===== src/core/tmc_cfg.svh =====
// Notes on behaviour
// - Muting limit selectable: 20 s, 2 min, 10 min, 100 h.
// - Muting inputs: on after 60 ms, off after 300 ms.
// - Muting starts and holds only with both inputs.
// - Outputs stay on during muting despite broken beams.
// - Enable option: muting starts only while enable asserted.
// - Override only with a muting input, outputs off.
// - Override ends when no muting input remains.
// - Override switches the safety outputs on.
// - Override limits muting to 10 minutes.
// - Override: 0.2-4 s pulse, then held press.
// - Both inputs at override: enter muting directly.
// - One input: mute on release, second within 4 s.
// - No input during override: end muting at once.
// - Enable option without extension: override only while held.
// - Any error interlocks; only a valid pulse releases.
// - Valid reset pulse lasts 0.2 s to 4 s.
// - Reset from button or machine; override uses one.
// - After field violation, outputs return on valid pulse.
// - Ready lamp steady when sensor on, outputs off; flash when beam broken with a muting input.
// - Muting error flashes ready; outputs follow field state.
// - Muting lamp off, steady when muting, flashing on error.
`ifndef TMC_CFG_SVH
`define TMC_CFG_SVH
`define TMC_CLK_HZ 25000000
`define TMC_DEB_ON_MS 60
`define TMC_DEB_OFF_MS 300
`define TMC_ENA_LEAD_MS 60
`define TMC_TO_20S_S 20
`define TMC_TO_2M_MIN 2
`define TMC_TO_10M_MIN 10
`define TMC_TO_100H_H 100
`define TMC_PULSE_MIN_MS 200
`define TMC_PULSE_MAX_MS 4000
`define TMC_SECOND_WIN_MS 4000
`define TMC_FLASH_MS 250
`define TMC_CTRL_ADDR 4'h0
`define TMC_STAT_ADDR 4'h4
`define TMC_CTRL_W 5
`define TMC_CTRL_RESET 5'h00
`endif


===== src/core/tmc_pkg.sv =====
package tmc_pkg;
  typedef enum logic [5:0] {
    ST_LOCK = 6'h01,
    ST_OFF  = 6'h02,
    ST_RUN  = 6'h04,
    ST_MUTE = 6'h08,
    ST_OVR  = 6'h10,
    ST_OVRM = 6'h20
  } tmc_state_t;

  typedef struct packed {
    logic src_machine;
    logic ext;
    logic ena_opt;
    logic [1:0] tsel;
  } tmc_ctrl_t;

  typedef struct packed {
    logic mute_err;
    logic armed;
    logic interlock;
    logic override;
    logic muting;
    logic en_ok;
    logic second_on;
    logic first_on;
    logic outputs_on;
  } tmc_stat_t;
endpackage


===== src/core/tmc_debounce.sv =====
`timescale 1ns/1ps
`default_nettype none
module tmc_debounce #(
  parameter int unsigned ON_CYC = 1,
  parameter int unsigned OFF_CYC = 1
) (
  input wire logic clk_i,
  input wire logic rst_i,
  input wire logic raw_i,
  output logic level_o
);
  logic [31:0] cnt;
  logic [31:0] need;

  if (ON_CYC < 1 || OFF_CYC < 1) begin : g_chk
    $error("Debounce counts must be at least one cycle.");
  end

  assign need = raw_i ? ON_CYC : OFF_CYC;

  // A glitch shorter than the filter time restarts the count.
  always_ff @(posedge clk_i) begin
    if (rst_i) begin
      cnt <= 32'h0;
      level_o <= 1'b0;
    end else if (raw_i == level_o) begin
      cnt <= 32'h0;
    end else if (cnt >= need - 32'h1) begin
      cnt <= 32'h0;
      level_o <= raw_i;
    end else begin
      cnt <= cnt + 32'h1;
    end
  end
endmodule
`default_nettype wire


===== src/core/tmc_ctrl.sv =====
`timescale 1ns/1ps
`default_nettype none
`include "tmc_cfg.svh"
module tmc_ctrl import tmc_pkg::*; #(
  parameter int unsigned HZ = `TMC_CLK_HZ,
  parameter int unsigned DEB_ON = `TMC_DEB_ON_MS * (HZ / 1000),
  parameter int unsigned DEB_OFF = `TMC_DEB_OFF_MS * (HZ / 1000),
  parameter int unsigned ENA_LEAD = `TMC_ENA_LEAD_MS * (HZ / 1000),
  parameter int unsigned P_MIN = `TMC_PULSE_MIN_MS * (HZ / 1000),
  parameter int unsigned P_MAX = `TMC_PULSE_MAX_MS * (HZ / 1000),
  parameter int unsigned WIN = `TMC_SECOND_WIN_MS * (HZ / 1000),
  parameter int unsigned FLASH = `TMC_FLASH_MS * (HZ / 1000),
  parameter longint unsigned T20S = 64'(`TMC_TO_20S_S) * HZ,
  parameter longint unsigned T2M = 64'(`TMC_TO_2M_MIN) * 60 * HZ,
  parameter longint unsigned T10M = 64'(`TMC_TO_10M_MIN) * 60 * HZ,
  parameter longint unsigned T100H = 64'(`TMC_TO_100H_H) * 3600 * HZ
) (
  input wire logic clk_i,
  input wire logic rst_i,
  input wire logic [3:0] wb_adr_i,
  input wire logic [31:0] wb_dat_i,
  input wire logic [3:0] wb_sel_i,
  input wire logic wb_we_i,
  input wire logic wb_cyc_i,
  input wire logic wb_stb_i,
  output logic [31:0] wb_dat_o,
  output logic wb_ack_o,
  input wire logic first_muting_input_i,
  input wire logic second_muting_input_i,
  input wire logic optical_protective_device_on_i,
  input wire logic optical_protective_device_error_i,
  input wire logic internal_error_i,
  input wire logic button_i,
  input wire logic reset_request_input_i,
  input wire logic muting_enable_i,
  output logic safety_switching_output_o,
  output logic muting_lamp_o,
  output logic awaiting_reset_indicator_o
);
  // ****************************************************************
  // Parameter checks
  // ****************************************************************
  if (P_MIN < 1 || P_MAX <= P_MIN || WIN < 1 || FLASH < 1 ||
      T20S < 2 || T10M >= 64'h1000_0000_0000 ||
      T100H >= 64'h1000_0000_0000) begin : g_chk
    $error("Timing parameters cannot be served by the counters.");
  end

  // ****************************************************************
  // Input filtering
  // ****************************************************************
  logic first_mute, second_mute, en_ok, any_ms, both, field_free, fault;

  tmc_debounce #(.ON_CYC(DEB_ON), .OFF_CYC(DEB_OFF)) u_first (
    .clk_i(clk_i),
    .rst_i(rst_i),
    .raw_i(first_muting_input_i),
    .level_o(first_mute)
  );
  tmc_debounce #(.ON_CYC(DEB_ON), .OFF_CYC(DEB_OFF)) u_second (
    .clk_i(clk_i),
    .rst_i(rst_i),
    .raw_i(second_muting_input_i),
    .level_o(second_mute)
  );
  // The enable only counts once it has stood for its lead time.
  tmc_debounce #(.ON_CYC(ENA_LEAD), .OFF_CYC(1)) u_ena (
    .clk_i(clk_i),
    .rst_i(rst_i),
    .raw_i(muting_enable_i),
    .level_o(en_ok)
  );

  assign any_ms = first_mute | second_mute;
  assign both = first_mute & second_mute;
  assign field_free = optical_protective_device_on_i;
  assign fault = optical_protective_device_error_i | internal_error_i;

  // ****************************************************************
  // Register bus
  // ****************************************************************
  tmc_ctrl_t ctrl;
  tmc_stat_t stat;
  logic wb_hit;

  assign wb_hit = wb_cyc_i & wb_stb_i & ~wb_ack_o;

  always_ff @(posedge clk_i) begin
    if (rst_i) begin
      wb_ack_o <= 1'b0;
    end else begin
      wb_ack_o <= wb_hit;
    end
  end

  always_ff @(posedge clk_i) begin
    if (rst_i) begin
      ctrl <= tmc_ctrl_t'(`TMC_CTRL_RESET);
    end else if (wb_hit && wb_we_i && wb_sel_i[0] &&
                 wb_adr_i == `TMC_CTRL_ADDR) begin
      ctrl <= tmc_ctrl_t'(wb_dat_i[`TMC_CTRL_W-1:0]);
    end
  end

  // Unmapped addresses acknowledge and read as zero.
  always_ff @(posedge clk_i) begin
    if (rst_i) begin
      wb_dat_o <= 32'h0;
    end else if (wb_hit && !wb_we_i) begin
      unique case (wb_adr_i)
        `TMC_CTRL_ADDR: wb_dat_o <= 32'(ctrl);
        `TMC_STAT_ADDR: wb_dat_o <= 32'(stat);
        default: wb_dat_o <= 32'h0;
      endcase
    end
  end

  // ****************************************************************
  // Reset pulse timing
  // ****************************************************************
  tmc_state_t state, next_state;
  logic armed, src, src_q, pulse_ok, press_edge, ovr_seq;
  logic [31:0] press_cnt;

  // While an override is being keyed, only the chosen source counts,
  // so a second operator cannot complete someone else's sequence.
  assign ovr_seq = armed | (state == ST_OVR);
  assign src = ovr_seq ? (ctrl.src_machine ? reset_request_input_i
                                           : button_i)
                       : (button_i | reset_request_input_i);
  assign press_edge = src & ~src_q;
  assign pulse_ok = src_q & ~src & (press_cnt >= P_MIN) &
                    (press_cnt <= P_MAX);

  always_ff @(posedge clk_i) begin
    if (rst_i) begin
      src_q <= 1'b0;
      press_cnt <= 32'h0;
    end else begin
      src_q <= src;
      if (!src) begin
        press_cnt <= 32'h0;
      end else if (press_cnt <= P_MAX) begin
        press_cnt <= press_cnt + 32'h1;
      end
    end
  end

  // ****************************************************************
  // Muting timers
  // ****************************************************************
  logic restricted, to_hit, win_hit, mute_allow, hold_only;
  logic [43:0] mute_cnt;
  logic [31:0] win_cnt;
  longint unsigned limit;

  function automatic longint unsigned sel_limit(input logic [1:0] s,
                                                input logic r);
    longint unsigned v;
    unique case (s)
      2'h0: v = T20S;
      2'h1: v = T2M;
      2'h2: v = T10M;
      default: v = T100H;
    endcase
    if (r && v > T10M) begin
      v = T10M;
    end
    return v;
  endfunction

  assign limit = sel_limit(ctrl.tsel, restricted);
  assign to_hit = 64'(mute_cnt) >= limit - 64'h1;
  assign win_hit = win_cnt >= WIN - 32'h1;
  assign mute_allow = ~ctrl.ena_opt | en_ok;
  assign hold_only = ctrl.ena_opt & ~ctrl.ext;

  always_ff @(posedge clk_i) begin
    if (rst_i) begin
      mute_cnt <= 44'h0;
    end else if (state inside {ST_MUTE, ST_OVR, ST_OVRM}) begin
      mute_cnt <= mute_cnt + 44'h1;
    end else begin
      mute_cnt <= 44'h0;
    end
  end

  always_ff @(posedge clk_i) begin
    if (rst_i) begin
      win_cnt <= 32'h0;
    end else if (state == ST_OVRM) begin
      win_cnt <= win_cnt + 32'h1;
    end else begin
      win_cnt <= 32'h0;
    end
  end

  // Override keeps the shorter limit until muting ends.
  always_ff @(posedge clk_i) begin
    if (rst_i) begin
      restricted <= 1'b0;
    end else if (state == ST_OVR) begin
      restricted <= 1'b1;
    end else if (!(state inside {ST_MUTE, ST_OVRM})) begin
      restricted <= 1'b0;
    end
  end

  // ****************************************************************
  // Sequencer
  // ****************************************************************
  always_comb begin
    next_state = state;
    unique case (state)
      ST_LOCK: begin
        if (pulse_ok) begin
          next_state = ST_OFF;
        end
      end
      ST_OFF: begin
        if (pulse_ok && field_free) begin
          next_state = ST_RUN;
        end else if (armed && press_edge && any_ms) begin
          next_state = ST_OVR;
        end
      end
      ST_RUN: begin
        if (!field_free) begin
          next_state = ST_OFF;
        end else if (both && mute_allow) begin
          next_state = ST_MUTE;
        end
      end
      ST_MUTE: begin
        if (!both || to_hit) begin
          next_state = field_free ? ST_RUN : ST_OFF;
        end
      end
      ST_OVR: begin
        if (!any_ms || to_hit) begin
          next_state = ST_OFF;
        end else if (hold_only && !src) begin
          next_state = ST_OFF;
        end else if (both) begin
          next_state = ST_MUTE;
        end else if (!src) begin
          next_state = ST_OVRM;
        end
      end
      ST_OVRM: begin
        if (both) begin
          next_state = ST_MUTE;
        end else if (!any_ms || win_hit || to_hit) begin
          next_state = ST_OFF;
        end
      end
    endcase
    if (fault) begin
      next_state = ST_LOCK;
    end
  end

  // Power-up starts interlocked so a reset pulse is always needed.
  always_ff @(posedge clk_i) begin
    if (rst_i) begin
      state <= ST_LOCK;
    end else begin
      state <= next_state;
    end
  end

  // The first valid pulse with the field broken arms an override.
  always_ff @(posedge clk_i) begin
    if (rst_i) begin
      armed <= 1'b0;
    end else if (state != ST_OFF || !any_ms) begin
      armed <= 1'b0;
    end else if (pulse_ok && !field_free) begin
      armed <= 1'b1;
    end
  end

  // ****************************************************************
  // Muting error and indicators
  // ****************************************************************
  logic mute_err, muting, on, flash, restart_wait;
  logic [31:0] flash_cnt;

  // An expiry in the same cycle as a clearing pulse still sets.
  always_ff @(posedge clk_i) begin
    if (rst_i) begin
      mute_err <= 1'b0;
    end else if (to_hit && muting) begin
      mute_err <= 1'b1;
    end else if (pulse_ok) begin
      mute_err <= 1'b0;
    end
  end

  always_ff @(posedge clk_i) begin
    if (rst_i) begin
      flash_cnt <= 32'h0;
      flash <= 1'b0;
    end else if (flash_cnt >= FLASH - 32'h1) begin
      flash_cnt <= 32'h0;
      flash <= ~flash;
    end else begin
      flash_cnt <= flash_cnt + 32'h1;
    end
  end

  assign muting = state inside {ST_MUTE, ST_OVR, ST_OVRM};
  assign on = muting | (state == ST_RUN);
  assign restart_wait = (state == ST_OFF) & ~field_free & any_ms;

  always_ff @(posedge clk_i) begin
    if (rst_i) begin
      safety_switching_output_o <= 1'b0;
      muting_lamp_o <= 1'b0;
      awaiting_reset_indicator_o <= 1'b0;
    end else begin
      safety_switching_output_o <= on;
      muting_lamp_o <= mute_err ? flash : muting;
      if (mute_err || restart_wait) begin
        awaiting_reset_indicator_o <= flash;
      end else begin
        awaiting_reset_indicator_o <= field_free & ~on;
      end
    end
  end

  assign stat = '{mute_err: mute_err, armed: armed,
                  interlock: state == ST_LOCK,
                  override: state inside {ST_OVR, ST_OVRM},
                  muting: muting, en_ok: en_ok, second_on: second_mute,
                  first_on: first_mute,
                  outputs_on: safety_switching_output_o};
endmodule
`default_nettype wire


===== config.mk =====
export PLATFORM = sky130hd
export DESIGN_NAME = tmc_ctrl
export DESIGN_NICKNAME = d
export VERILOG_FILES = /design/src/core/tmc_pkg.sv /design/src/core/tmc_debounce.sv /design/src/core/tmc_ctrl.sv
export VERILOG_INCLUDE_DIRS = /design/src /design/src/core
export SDC_FILE = /design/constraint.sdc
export NUM_CORES = 1
export LEC_CHECK = 0
export BUFFER_PORTS_ARGS = -buffer_cell sky130_fd_sc_hd__buf_2
export CAP_MARGIN = 20
export CELL_PAD_IN_SITES_DETAIL_PLACEMENT = 1
export CELL_PAD_IN_SITES_GLOBAL_PLACEMENT = 1
export CORE_UTILIZATION = 33
export DETAILED_ROUTE_END_ITERATION = 7
export HOLD_SLACK_MARGIN = 0.06
export PLACE_DENSITY = 0.68
export SLEW_MARGIN = 10
export SYNTH_ARGS = -nofsm -noshare
export SYNTH_HDL_FRONTEND = slang
export SYNTH_HIERARCHICAL = 1
export SYNTH_SLANG_ARGS = --single-unit

===== constraint.sdc =====
create_clock -name clk_i -period 8.2 [get_ports clk_i]
set_input_delay 0.41 -clock clk_i [delete_from_list [all_inputs] [get_ports clk_i]]
set_output_delay 0.41 -clock clk_i [all_outputs]
set_load 0.02 [all_outputs]

==> impl_metrics.json <==
{
  "outcome": "finished, final reports clean",
  "hold_class": "primary input to flip-flop",
  "cts_clk_pin_slew_worst_paths_ns": 0.06,
  "cts_resized": 0,
  "timing_hold_violations_final": 0,
  "worst_r2r_startpoint": "ctrl[0]",
  "place.gp.congestion": 0.788,
  "synth_commonest_cells": "dfxtp_1, nor2_1, xor2_1, nand2_1, nand3_1",
  "cap_violations": 0,
  "arrival_ns": 4.24,
  "grt_antenna_before_repair": 0,
  "post_cts_hold_buffer_count": 0,
  "peakVddDrop_uv": 180,
  "floorplan.initialDensity_pct": 33.5,
  "synth.yosys.warnings": 6,
  "timing.final.setup_violations": 0,
  "critical_path.reg2reg.endpoint": "state[3]",
  "cts_tree": "done",
  "synth.most_common_cell": "dfxtp_1",
  "fin_crit_ns": 3.84,
  "floorplan.rows": 72,
  "crit_path_max_fanout": 6,
  "clock_insertion_delay_worst_skew_ns": 0.51,
  "multi_input_area_um2": 7260,
  "max_slew_margin_pct": 34.8,
  "path_depth_of_the_worst_reg2reg_path": 15,
  "finalCritPeriodShare_pct": 46.8,
  "filler_cell_count": 4513,
  "reg2reg_slack_ns": 4.36,
  "power.density_nw_per_um2": 199,
  "max_freq_mhz": 261,
  "tritoncts.num_buffers": 34,
  "grt_pass1_vias": 10600,
  "vias_per_cell": 4.94,
  "design.core.area_um2": 38600,
  "synthesis.area_per_instance_um2": 8.74,
  "drc": 0,
  "largest_clock_skew_in_the_final_design_ns": 0.0169,
  "power.static_leakage_nw": 5.40,
  "synth-seq-area-share_pct": 41.4,
  "finalMaxSlewViolations": 0,
  "post_route_cells_drive_above_1_share_pct": 8.67,
  "whs_endpoint": "ctrl[0]",
  "min_from": "wb_dat_i[0]",
  "synthDominantAreaCellType": "dfxtp_1",
  "critPathCaptureType": "flip-flop",
  "synth_cells": 1483,
  "grt_max_degree": 49,
  "synth_flop_cell": "dfxtp_1",
  "top_area_cells_in_the_synthesized_netlist": "dfxtp_1, nor2_1, ha_1, xor2_1, xnor2_1",
  "finalSetupTns_ns": 0,
  "netlist.area_leader.share_pct": 41.4,
  "rsz0062_at_grt": "no",
  "start_kind": "flip-flop",
  "post-place-ws_ns": 4.39,
  "edff_count_synth": 0,
  "required_ns": 8.61,
  "ant_nets": 0,
  "netlist_area_um2": 13000,
  "fp.dieArea_um2": 40100,
  "root_buffer": "clkbuf_16",
  "area_growth_syn_to_layout_pct": 15.0,
  "cts.htree.levels": 2,
  "routed_wire_length_per_instance_um": 14.0,
  "hold-path-cell-count": 3,
  "sequential_cell_area_um2": 5370,
  "fin_nets": 1683,
  "yosys_register_bits": 268,
  "grt_overflow": 0,
  "dp_hpwl_um": 21100,
  "synth_cell_type_count": 81,
  "dr_total_vias": 10400,
  "async_flop_share_pct": 0,
  "final_worst_path_setup_slack_ns": 4.36,
  "worstMarginPinSlew_ns": 0.969,
  "firstDrtPassIters": 5,
  "drt_iter0_drc": 355,
  "cts_max_path_buffers": 3,
  "buffer_ports.inserted": 35,
  "die_width_um": 200,
  "wirelength_um": 29400,
  "grt_pass1_wl_um": 51000,
  "post_cts.repair.setup_buffers": 0,
  "top_level_ports": 89,
  "timing_worst_setup_path_type": "flip-flop to flip-flop",
  "die-height_um": 200,
  "fin_util_pct": 38.5,
  "total_clock_sinks": 268,
  "gr-usage-all-layers_pct": 15.0
}
[cells by family after synthesis]
group | Yosys count | synth area share (%)
mux | 14 | 1.08
buf+inv | 105 | 4.16
flops | 268 | 41.4
xor+xnor | 172 | 11.6
other cells | 5 | 0.145
simple gates | 687 | 26.7
fa+ha+maj | 75 | 7.24
compound gates | 157 | 7.66
[critical path: stages, from the launching register on]
cell and delay (ns):
dfxtp_1 0.44, inv_1 0.12, ha_1 0.34, a21oi_1 0.33
inv_1 0.13, nor3_1 0.19, xnor2_1 0.16, ha_1 0.27
nand4_1 0.11, nor4_1 0.06, o311ai_0 0.40, nand4_1 0.27
a211oi_1 0.48, nor3_2 0.14, o21bai_1 0.14, o21ba_1 0.15
[per-stage QoR]
| stage | instances | instance area [um2] | hold slack [ns] | total power, W |
|---|---|---|---|---|
| finish | 2099 | 14900 | 0.158 | 0.00297 |
| global route | 2098 | 14900 | 0.168 | 0.00308 |
| detailed placement | 2035 | 13600 | 0.440 | 0.00141 |
| floorplan | 1539 | 13200 | 0.418 | 0.00140 |
| CTS | 2096 | 14900 | 0.146 | 0.00302 |
| global placement | 2035 | 13600 | 0.430 | 0.00140 |
[placed cells by master, fill, tap and decap left out, drive strengths merged, types with 24 or more instances in the layout]
cell type | synthesis | routed
inv | 45 | 46
and3 | 27 | 27
nand4 | 52 | 52
clkbuf | 26 | 48
or3 | 26 | 26
buf | 34 | 40
ha | 75 | 75
nor3 | 40 | 40
nor4 | 24 | 24
nand2 | 93 | 93
a21oi | 56 | 56
xnor2 | 65 | 65
nor2 | 270 | 270
dfxtp | 268 | 268
xor2 | 107 | 107
o21ai | 39 | 39
nand3 | 85 | 85
conb | 5 | 61
[power breakdown]
group,leakage [nW],internal [W],total [W],switching [W]
Clock,0.603,0.00102,0.00159,0.000572
Sequential,2.17,0.00131,0.00132,0.00000670
Combinational,2.63,0.0000172,0.0000578,0.0000406
Total,5.40,0.00235,0.00297,0.000619
[metal layers]
metal / wire, um / up-vias / share of wire, % / global-route usage (%)
li1: - / 5221 / - / -
met1: 14100 / 4996 / 48 / 19.6
met2: 13600 / 106 / 46 / 25.1
met3: 1060 / 42 / 3.6 / 2.52
met4: 607 / 0 / 2.1 / 4.40
met5: 0 / - / 0 / 0
[layout make-up]
class	instances	area share, %
Timing Repair Buffer	40	1.54
Clock buffer	48	7.03
Inverter	45	1.13
Sequential cell	268	36.0
Clock inverter	13	1.18
Tap cell	518	4.35
Multi-Input combinational cell	1166	48.7
Antenna cell	1	0.0168
[flip-flops by register name, indices dropped and copies added (netlist names), 5 cells and up]
register,count
u_first/cnt,32
u_second/cnt,32
wb_dat_o,9
mute_cnt,44
u_ena/cnt,32
win_cnt,32
ctrl,5
press_cnt,32
state,6
flash_cnt,32
[how the worst max path moves through the flow]
stage,slack [ns],cells past startpoint,endpoint,start
detailed placement,4.39,15,state[3],ctrl[0]
global route,4.02,15,state[3],ctrl[0]
CTS,4.36,15,state[3],ctrl[0]
floorplan,5.11,15,state[3],ctrl[0]
global placement,4.36,15,state[3],ctrl[0]
finish,4.36,15,state[3],ctrl[0]
Note: power is estimated with default switching activity, not from simulation.
